===== src/include/fpseu_pkg.sv =====
// Constants, state type and field layout of the floating status and exception unit.
// Assumes one clock; the CPU sequencer pulses one completed operation per cycle at most.
//
// Function
// - Global interrupt disable set suppresses every floating trap.
// - Trap on memory operand with sign one and exponent zero when enabled.
// - Accumulator operands (mode zero) never raise the undefined operand trap.
// - A negative-zero-exponent result is stored only together with a recorded exception.
// - Enabled underflow traps; fraction kept, exponent keeps its low eight bits.
// - Enabled overflow traps; fraction kept, exponent keeps its low eight bits.
// - Disabled overflow raises no trap and stores exact zero.
// - Disabled underflow raises no trap and stores exact zero.
// - Failed integer conversion clears destination; traps only when its enable is set.
// - Conversion fails when the integer exceeds the selected short or long width.
// - Precision mode bit set selects double, clear selects single.
// - Long integer mode selects 32-bit integers, else 16-bit.
// - Truncate mode chops; otherwise round up when the first dropped bit is one.
// - Each stored operation updates negative, zero, overflow and carry condition bits.
// - Every floating exception uses the one vector at octal 244.
// - Cause codes: 2 opcode, 4 divide, 6 conversion, 8 over, 10 under, 12 undefined.
// - Recording an exception captures the faulting instruction address.
// - Cause and address update only on divide, opcode, or enabled exceptions.
// - Global disable does not stop cause and address from updating.
// - Cause and address registers are read only.
// - Mode zero selects accumulator; auto steps are 4 single, 8 double.
// - Mode zero allows accumulators 0 to 5; memory modes allow 0 to 3.
// - Most significant word sits at the lowest memory address.
// - Arithmetic error bit set on recorded exceptions; only status load clears it.
// - Sign one with exponent zero is the undefined operand; all zero is exact zero.
package fpseu_pkg;

  localparam int BIT_ERR = 15;
  localparam int BIT_GID = 14;
  localparam int BIT_UNDEF_EN = 11;
  localparam int BIT_UNF_EN = 10;
  localparam int BIT_OVF_EN = 9;
  localparam int BIT_CVT_EN = 8;
  localparam int BIT_DBL = 7;
  localparam int BIT_LONG = 6;
  localparam int BIT_CHOP = 5;
  localparam int BIT_NEG = 3;
  localparam int BIT_ZERO = 2;
  localparam int BIT_OVF = 1;
  localparam int BIT_CARRY = 0;

  // Bits 13, 12 and 4 are reserved and always read zero
  localparam logic [15:0] STS_WMASK = 16'hCFEF;
  localparam logic [15:0] STS_RESET = 16'h0000;
  localparam logic [3:0] CAUSE_RESET = 4'h0;
  localparam logic [15:0] ADDR_RESET = 16'h0000;

  localparam logic [3:0] CAUSE_OPCODE = 4'h2;
  localparam logic [3:0] CAUSE_DIVZ = 4'h4;
  localparam logic [3:0] CAUSE_CVT = 4'h6;
  localparam logic [3:0] CAUSE_OVF = 4'h8;
  localparam logic [3:0] CAUSE_UNF = 4'hA;
  localparam logic [3:0] CAUSE_UNDEF = 4'hC;

  // Octal 244
  localparam logic [8:0] TRAP_VECTOR = 9'h0A4;

  localparam logic [3:0] STEP_SINGLE = 4'h4;
  localparam logic [3:0] STEP_DOUBLE = 4'h8;

  localparam int FRAC_W = 56;
  localparam int SGL_W = 24;
  localparam logic signed [9:0] EXP_MAX = 10'sd255;
  localparam logic signed [9:0] EXP_MIN = 10'sd1;
  localparam int CVT_W = 48;

  typedef struct packed {
    logic [15:0] sts;
    logic [3:0] cause;
    logic [15:0] addr;
    logic trap;
    logic [8:0] vec;
    logic rvalid;
    logic [63:0] res;
    logic [31:0] ires;
    logic [3:0] step;
  } fpseu_state_t;

endpackage


===== src/rtl/fpseu_round.sv =====
// Chop or round of a normalised fraction with renormalisation on carry.
// Assumes the hidden bit sits at the top of the raw fraction.
`timescale 1ns/10ps
module fpseu_round
  import fpseu_pkg::*;
#(
  parameter int FW = FRAC_W
)
(
  input wire logic [FW:0] frac_raw,
  input wire logic signed [9:0] exp_in,
  input wire logic dbl,
  input wire logic chop,
  output logic [FW-1:0] frac_out,
  output logic signed [9:0] exp_out
);

  logic [FW-1:0] mask;
  logic [FW-1:0] lsb;
  logic rbit;
  logic [FW:0] sum;

  always_comb
  begin
    mask = dbl ? {FW{1'b1}} : {{SGL_W{1'b1}}, {(FW-SGL_W){1'b0}}};
    lsb = dbl ? {{(FW-1){1'b0}}, 1'b1} : {{(SGL_W-1){1'b0}}, 1'b1, {(FW-SGL_W){1'b0}}};
    rbit = dbl ? frac_raw[0] : frac_raw[FW-SGL_W];
    sum = {1'b0, frac_raw[FW:1] & mask} + ((!chop && rbit) ? {1'b0, lsb} : {(FW+1){1'b0}});
    if (sum[FW])
    begin
      frac_out = sum[FW:1] & mask;
      exp_out = exp_in + 10'sd1;
    end
    else
    begin
      frac_out = sum[FW-1:0];
      exp_out = exp_in;
    end
  end

endmodule


===== src/rtl/fpseu_opchk.sv =====
// Operand addressing checks: accumulator range, undefined operand, autostep size.
// Assumes msw is the word fetched from the lowest operand address.
`timescale 1ns/10ps
module fpseu_opchk
  import fpseu_pkg::*;
(
  input wire logic [2:0] mode,
  input wire logic [2:0] ac,
  input wire logic [15:0] msw,
  input wire logic uses_src,
  input wire logic dbl,
  output logic illegal_ac,
  output logic undef_src,
  output logic [3:0] step
);

  always_comb
  begin
    illegal_ac = (mode == 3'h0) ? (ac > 3'h5) : (ac > 3'h3);
    undef_src = uses_src && (mode != 3'h0) && msw[15] && (msw[14:7] == 8'h00);
    step = dbl ? STEP_DOUBLE : STEP_SINGLE;
  end

endmodule


===== src/rtl/fpseu_unit.sv =====
// Floating status word, exception cause and address capture, result fix-up and trap request.
// Assumes the CPU sequencer presents one finished operation per op_valid pulse and
// takes trap_req with trap_vector on the following cycle.
`timescale 1ns/10ps
module fpseu_unit
  import fpseu_pkg::*;
(
  input wire logic clk,
  input wire logic rst,
  input wire logic stat_load,
  input wire logic [15:0] stat_load_data,
  input wire logic op_valid,
  input wire logic [15:0] instr_addr,
  input wire logic op_illegal,
  input wire logic op_div_zero,
  input wire logic [2:0] op_mode,
  input wire logic [2:0] op_ac,
  input wire logic op_uses_src,
  input wire logic [15:0] src_msw,
  input wire logic op_to_int,
  input wire logic signed [CVT_W-1:0] cvt_value,
  input wire logic op_zero,
  input wire logic res_sign,
  input wire logic signed [9:0] res_exp,
  input wire logic [FRAC_W:0] res_frac_raw,
  input wire logic op_carry,
  output logic [15:0] status_word,
  output logic [3:0] cause_code,
  output logic [15:0] fault_addr,
  output logic trap_req,
  output logic [8:0] trap_vector,
  output logic res_valid,
  output logic [63:0] res_data,
  output logic [31:0] int_result,
  output logic [3:0] addr_step
);

  // ----------------------------------------
  // Helpers
  // ----------------------------------------
  // integer width check
  function automatic logic int_fits(input logic signed [CVT_W-1:0] v, input logic long_mode);
    logic [CVT_W-1:0] u;
    u = v;
    if (long_mode)
      int_fits = (u[CVT_W-1:31] == {(CVT_W-31){1'b0}}) || (u[CVT_W-1:31] == {(CVT_W-31){1'b1}});
    else
      int_fits = (u[CVT_W-1:15] == {(CVT_W-15){1'b0}}) || (u[CVT_W-1:15] == {(CVT_W-15){1'b1}});
  endfunction

  function automatic logic is_neg_zero_exp(input logic [15:0] w);
    is_neg_zero_exp = w[15] && (w[14:7] == 8'h00);
  endfunction

  fpseu_state_t s_q;
  fpseu_state_t s_d;

  logic illegal_ac;
  logic undef_src;
  logic [3:0] step;
  logic [FRAC_W-1:0] frac_r;
  logic signed [9:0] exp_r;

  logic ev_illegal;
  logic ev_undef;
  logic ev_divz;
  logic ev_cvt;
  logic ev_ovf;
  logic ev_unf;
  logic record;
  logic store;
  logic cvt_ok;
  logic [63:0] fres;
  logic [31:0] ires;
  logic [15:0] sts_base;

  // ----------------------------------------
  // Operand checks and rounding
  // ----------------------------------------
  fpseu_opchk u_opchk (
    .mode(op_mode),
    .ac(op_ac),
    .msw(src_msw),
    .uses_src(op_uses_src),
    .dbl(s_q.sts[BIT_DBL]),
    .illegal_ac(illegal_ac),
    .undef_src(undef_src),
    .step(step)
  );

  fpseu_round #(.FW(FRAC_W)) u_round (
    .frac_raw(res_frac_raw),
    .exp_in(res_exp),
    .dbl(s_q.sts[BIT_DBL]),
    .chop(s_q.sts[BIT_CHOP]),
    .frac_out(frac_r),
    .exp_out(exp_r)
  );

  // ----------------------------------------
  // Exception detection
  // ----------------------------------------
  always_comb
  begin
    ev_illegal = op_valid && (op_illegal || illegal_ac);
    ev_undef = op_valid && !ev_illegal && undef_src && s_q.sts[BIT_UNDEF_EN];
    ev_divz = op_valid && !ev_illegal && !ev_undef && op_div_zero;
    cvt_ok = int_fits(cvt_value, s_q.sts[BIT_LONG]);
    ev_cvt = op_valid && op_to_int && !cvt_ok;
    // Range is judged on the rounded exponent, as a rounding carry can overflow
    ev_ovf = op_valid && !op_to_int && !op_zero && (exp_r > EXP_MAX);
    ev_unf = op_valid && !op_to_int && !op_zero && (exp_r < EXP_MIN);
    record = ev_illegal || ev_undef || ev_divz
      || (ev_cvt && s_q.sts[BIT_CVT_EN])
      || (ev_ovf && s_q.sts[BIT_OVF_EN])
      || (ev_unf && s_q.sts[BIT_UNF_EN]);
    // Trapped operand or opcode faults happen before execution, so nothing is stored
    store = op_valid && !ev_illegal && !ev_undef && !ev_divz;
  end

  // ----------------------------------------
  // Result fix-up
  // ----------------------------------------
  always_comb
  begin
    // most significant word at bits 63:48, lowest address
    fres = {res_sign, exp_r[7:0], frac_r[FRAC_W-2:0]};
    if (op_zero)
      fres = 64'h0000_0000_0000_0000;
    else if (ev_ovf && !s_q.sts[BIT_OVF_EN])
      fres = 64'h0000_0000_0000_0000;
    else if (ev_unf && !s_q.sts[BIT_UNF_EN])
      fres = 64'h0000_0000_0000_0000;
    if (!cvt_ok)
      ires = 32'h0000_0000;
    else if (s_q.sts[BIT_LONG])
      ires = cvt_value[31:0];
    else
      ires = {{16{cvt_value[15]}}, cvt_value[15:0]};
  end

  // ----------------------------------------
  // Next state
  // ----------------------------------------
  always_comb
  begin
    s_d = s_q;
    s_d.vec = TRAP_VECTOR;
    s_d.step = step;
    s_d.rvalid = 1'b0;
    s_d.trap = 1'b0;
    // Status load writes mode, enable, error and condition bits
    sts_base = stat_load ? (stat_load_data & STS_WMASK) : s_q.sts;
    s_d.sts = sts_base;
    // A stored operation's condition bits override loaded bits 3:0
    if (store)
    begin
      s_d.rvalid = 1'b1;
      if (op_to_int)
      begin
        s_d.ires = ires;
        s_d.sts[BIT_NEG] = ires[31];
        s_d.sts[BIT_ZERO] = (ires == 32'h0000_0000);
        s_d.sts[BIT_OVF] = 1'b0;
      end
      else
      begin
        s_d.res = s_q.sts[BIT_DBL] ? fres : {fres[63:32], 32'h0000_0000};
        s_d.sts[BIT_NEG] = fres[63];
        s_d.sts[BIT_ZERO] = (fres[62:55] == 8'h00);
        s_d.sts[BIT_OVF] = ev_ovf;
      end
      s_d.sts[BIT_CARRY] = op_carry;
    end
    if (record)
    begin
      // set wins over a simultaneous status load
      s_d.sts[BIT_ERR] = 1'b1;
      if (ev_illegal)
        s_d.cause = CAUSE_OPCODE;
      else if (ev_undef)
        s_d.cause = CAUSE_UNDEF;
      else if (ev_divz)
        s_d.cause = CAUSE_DIVZ;
      else if (ev_cvt && s_q.sts[BIT_CVT_EN])
        s_d.cause = CAUSE_CVT;
      else if (ev_ovf && s_q.sts[BIT_OVF_EN])
        s_d.cause = CAUSE_OVF;
      else
        s_d.cause = CAUSE_UNF;
      s_d.addr = instr_addr;
      s_d.trap = !s_q.sts[BIT_GID];
    end
  end

  // no write path to cause or address exists besides exception capture
  always_ff @(posedge clk or posedge rst)
  begin
    if (rst)
    begin
      s_q.sts <= STS_RESET;
      s_q.cause <= CAUSE_RESET;
      s_q.addr <= ADDR_RESET;
      s_q.trap <= 1'b0;
      s_q.vec <= TRAP_VECTOR;
      s_q.rvalid <= 1'b0;
      s_q.res <= 64'h0000_0000_0000_0000;
      s_q.ires <= 32'h0000_0000;
      s_q.step <= STEP_SINGLE;
    end
    else
    begin
      s_q <= s_d;
    end
  end

  assign status_word = s_q.sts;
  assign cause_code = s_q.cause;
  assign fault_addr = s_q.addr;
  assign trap_req = s_q.trap;
  assign trap_vector = s_q.vec;
  assign res_valid = s_q.rvalid;
  assign res_data = s_q.res;
  assign int_result = s_q.ires;
  assign addr_step = s_q.step;
endmodule


===== config.mk =====
export PLATFORM = sky130hd
export DESIGN_NAME = fpseu_unit
export DESIGN_NICKNAME = d
export VERILOG_FILES = /design/src/include/fpseu_pkg.sv /design/src/rtl/fpseu_round.sv /design/src/rtl/fpseu_opchk.sv /design/src/rtl/fpseu_unit.sv
export SDC_FILE = /design/constraint.sdc
export NUM_CORES = 1
export LEC_CHECK = 0
export ABC_AREA = 1
export BUFFER_PORTS_ARGS = -buffer_cell sky130_fd_sc_hd__buf_2
export CORE_MARGIN = 5
export CORE_UTILIZATION = 35
export CTS_BUF_LIST = sky130_fd_sc_hd__clkbuf_8
export DETAILED_ROUTE_END_ITERATION = 12
export PLACE_DENSITY = 0.7
export SLEW_MARGIN = 40
export SYNTH_ARGS = -nofsm -noshare
export SYNTH_HDL_FRONTEND = slang
export SYNTH_SLANG_ARGS = --single-unit

===== constraint.sdc =====
create_clock -name clk -period 8 [get_ports clk]
set_input_delay 0.8 -clock clk [delete_from_list [all_inputs] [get_ports clk]]
set_output_delay 0.8 -clock clk [all_outputs]
set_load 0.02 [all_outputs]

==> summary.md <==
| Metric | Value |
|---|---|
| Reg power frac | 43.5% |
| Total congestion overflow | 0 |
| CP Data Required Time | 8.30 ns |
| CP Cell Sequence | buf_4 -> inv_1 -> nor3b_1 -> ha_1 -> ha_1 -> nand4_2 -> nor2_2 -> inv_2 -> nor2_4 -> nand2_4 -> nand2_4 -> nand2_1 -> nand2_1 -> nand2_1 -> nor2_1 -> nand3_1 -> nand2_1 -> nand3_2 -> nand2_2 -> inv_1 -> nand2_1 -> nand4_1 |
| Ranking of synthesized cells by area | dfrtp_1 (39%), nand2_1 (19%), o21ai_0 (6.1%) |
| Die Wd | 165.6 µm |
| Clk sinks | 132 |
| Pre-antenna DRT Iters | 5 |
| Die height | 165.6 µm |
| N_diodes | 0 |
| Die area | 0.02742 mm² |
| Pwr Total | 1.743 mW |
| TritonCTS Buffers | 17 |
| Met3 WL post-DR | 2.241 mm |
| CP Max Fanout | 38 |
| Vias in the first global route | 8603 |
| Clk buf depth | 2 |
| M1 WL | 12.46 mm |
| Fmax | 0.2042 GHz |
| Highest routed layer | met5 |
| Final hold vios | 0 |
| Share of layout cells above drive strength 1 | 25.75% |
| R2R Setup Slk | 3.10 ns |
| Worst Reg-to-Reg Cells | 22 |
| Number of core rows | 57 |
| Ys async rst share | 100.0% |
| Antenna violation net count after detailed routing | 0 |
| CP endpoint kind | flop |
| Final HPWL DP | 23.17 mm |
| Post-Synthesis Mean Instance Area | 6.996 µm² |
| Fin Clk Skew | 0.01755 ns |
| Top-area cell type share of the netlist area | 38.69% |
| Post-synth top area cell | dfrtp_1 |
| Core Area | 0.02411 mm² |
| Maxcap violations | 0 |
| Layout Nets | 1674 |
| Reg2reg end | status_word[3] |
| Worst slew pin tran | 0.7137 ns |
| Synth cell types | 45 |
| Bufs and invs on worst path | 4 |
| RSZ-0062 raised after global routing | no |
| Worst Hold Class | input pin to asynchronous set/reset pin |
| Startpoint Class | flop |
| Worst vdd ir | 90.10 µV |
| Largest family of logic cells by synthesized area | simple AND/OR/NAND/NOR gates |
| Port buffer count | 300 |
| Sw Share | 33.91% |
| WL met2 | 13.82 mm |
| Worst skew pair latency | 0.43 ns |
| Setup TNS | 0 ns |
| Final Max Slew Viols | 0 |
| DRC violations left | 0 |
| GRT Util Overall | 20.69% |
| Post-synthesis mux area share | 0.3545% |
| # resized after CTS | 0 |
| RD Place Congestion | 0.9325 |
| Synthesized instance count | 1211 |
| Endpoints failing setup | 0 |
| Register bit total from synthesis | 132 |
| Worst path slowest cell | nand2_2 |
| DRT iter0 DRCs | 566 |
| Final period util | 61.22% |
| Status | completed |
| XOR/XNOR share of the synthesized area | 6.085% |
| H-tree levels | 4 |
| Worst r2r src | status_word[7] |
| Compound-Gate Fraction of Synth Area | 9.762% |
| Reg clk slew, reported paths | 0.08 ns |
| First-pass GRT wire length | 44.26 mm |
| Crit path DAT | 5.20 ns |
| CTS tree | yes |
| Register area share after synthesis | 39.00% |
| Relative slew slack | 52.42% |
| Via count | 8900 |
| Min Tclk post-route | 4.897 ns |
| CP Class | flop to flop |
| Post-DR vias/cell | 4.871 |
| # IOs | 327 |
| Synth Area in Simple Gates | 34.81% |
| Crit-path leading delay family | simple AND/OR/NAND/NOR gates |
| Total wire length | 29.27 mm |
| Largest net degree at the start of global routing | 80 |
| Yosys warnings | 0 |
| Clock power frac | 34.3% |
| Area share of fa/ha/maj cells after synthesis | 0.5908% |
| Starting Density | 35.14% |
| LEAKAGE | 5.518 nW |
| Area Growth Syn to Fin | 24.47% |
| Post-CTS Hold Fix Bufs | 0 |
| Cell Pwr Density | 165.3 mW/mm² |
| Psw | 0.5910 mW |
| Wire per inst | 16.02 µm |
| Top FF cell, synth | dfrtp_1 |
| CTS root buffer | clkbuf_8 |
| Initial antenna violation count | 1 |
| Combinational share of power | 22.3% |
| Post-synth EDFFs | 0 |
| Postcts setup bufs | 0 |
| Max stage delay on crit path | 0.42 ns |
| Most frequent CP cell | nand2_1 |
| Cell Area, Synth | 0.008472 mm² |
| Post-layout util | 43.75% |
| Internal | 1.152 mW |
## cell type report
cell class	instances	area, µm²
Inverter	120	457.9
Clock buffer	19	261.5
Sequential cell	132	3304
Clock inverter	13	148.9
Fill cell	2587	13560
Timing Repair Buffer	304	1531
Tap cell	324	405.4
Multi-Input combinational cell	915	4436
## cell families after synthesis
family,Yosys count
other,2
muxes,3
DFF,132
buffers and inverters,177
AOI/OAI and AO/OA,153
xor gates and xnor gates,58
and+or+nand+nor,682
adders and majority gates,4
## cells in the mapped netlist (3+ instances only)
cell / number
o21ai_1: 12
dfrtp_1: 131
inv_2: 4
buf_2: 8
nor2_1: 88
inv_1: 116
o21ai_0: 104
nor3_1: 35
nand2_2: 17
buf_6: 3
ha_1: 4
nand3_1: 41
nor4_1: 14
nand2_4: 4
xor2_1: 38
o21a_1: 5
nor2_2: 9
nand2_1: 426
nor2_4: 3
xnor2_1: 19
buf_4: 17
nand4_1: 32
clkbuf_1: 26
mux2i_1: 3
o31ai_1: 14
a21oi_1: 13
## worst max path at each step
stage,to,start,slack [ns],cells past startpoint
floorplan,addr_step[3],rst,3.68,1
global placement,res_data[11],status_word[7],3.04,20
detailed placement,status_word[3],status_word[7],3.04,22
CTS,status_word[3],status_word[7],3.00,22
global route,status_word[3],status_word[7],2.57,22
finish,status_word[3],status_word[7],3.10,22
## cells in the final DEF, fill, tap and decap left out, drive strengths merged, types with 33 or more instances in the layout
cell type and n:
nand4 33, buf 304, inv 123, nand2 447
o21ai 117, nor2 100, nor3 37, nand3 43
dfrtp 131, xor2 39
## layer usage
metal / vias to the layer above / global-route usage (%)
met2: 340 / 35.26
met4: 2 / 7.162
met3: 45 / 3.971
met5: - / 0
li1: 4410 / -
met1: 4103 / 26.27
## worst register-to-register path: cells and delay by family (launching register included)
family        cells  cell delay, ns
simple gates     16            3.09
flops             1            0.33
fa+ha+maj         2            0.46
buf+inv           4            0.89
## per-stage QoR
| step | instances | hold slack [ns] | instance area (µm²) | setup slack [ns] |
|---|---|---|---|---|
| after floorplan | 1224 | 0.3957 | 8521 | 3.676 |
| after global routing | 1827 | 0.4595 | 10550 | 2.573 |
| after CTS | 1827 | 0.4534 | 10540 | 3.004 |
| after detailed placement | 1795 | 0.4466 | 10130 | 3.041 |
| after global placement | 1795 | 0.4497 | 10120 | 3.039 |
| final | 1827 | 0.4190 | 10550 | 3.103 |
## state kept, by name, summed over array words and instances, names as in the netlist
name,cells
res_data,64
int_result,32
fault_addr,16
status_word,13
cause_code,3
addr_step,2
res_valid,1
trap_req,1
## power groups by stage
stage,clock network [mW],registers (mW),logic (mW)
3_5_place_dp,0,0.770,0.392
5_1_grt,0.641,0.764,0.429
3_3_place_gp,0,0.768,0.388
2_1_floorplan,0,0.836,0.167
4_1_cts,0.615,0.757,0.393
6_report,0.597,0.757,0.388
Power figures use the tool's default switching activity.
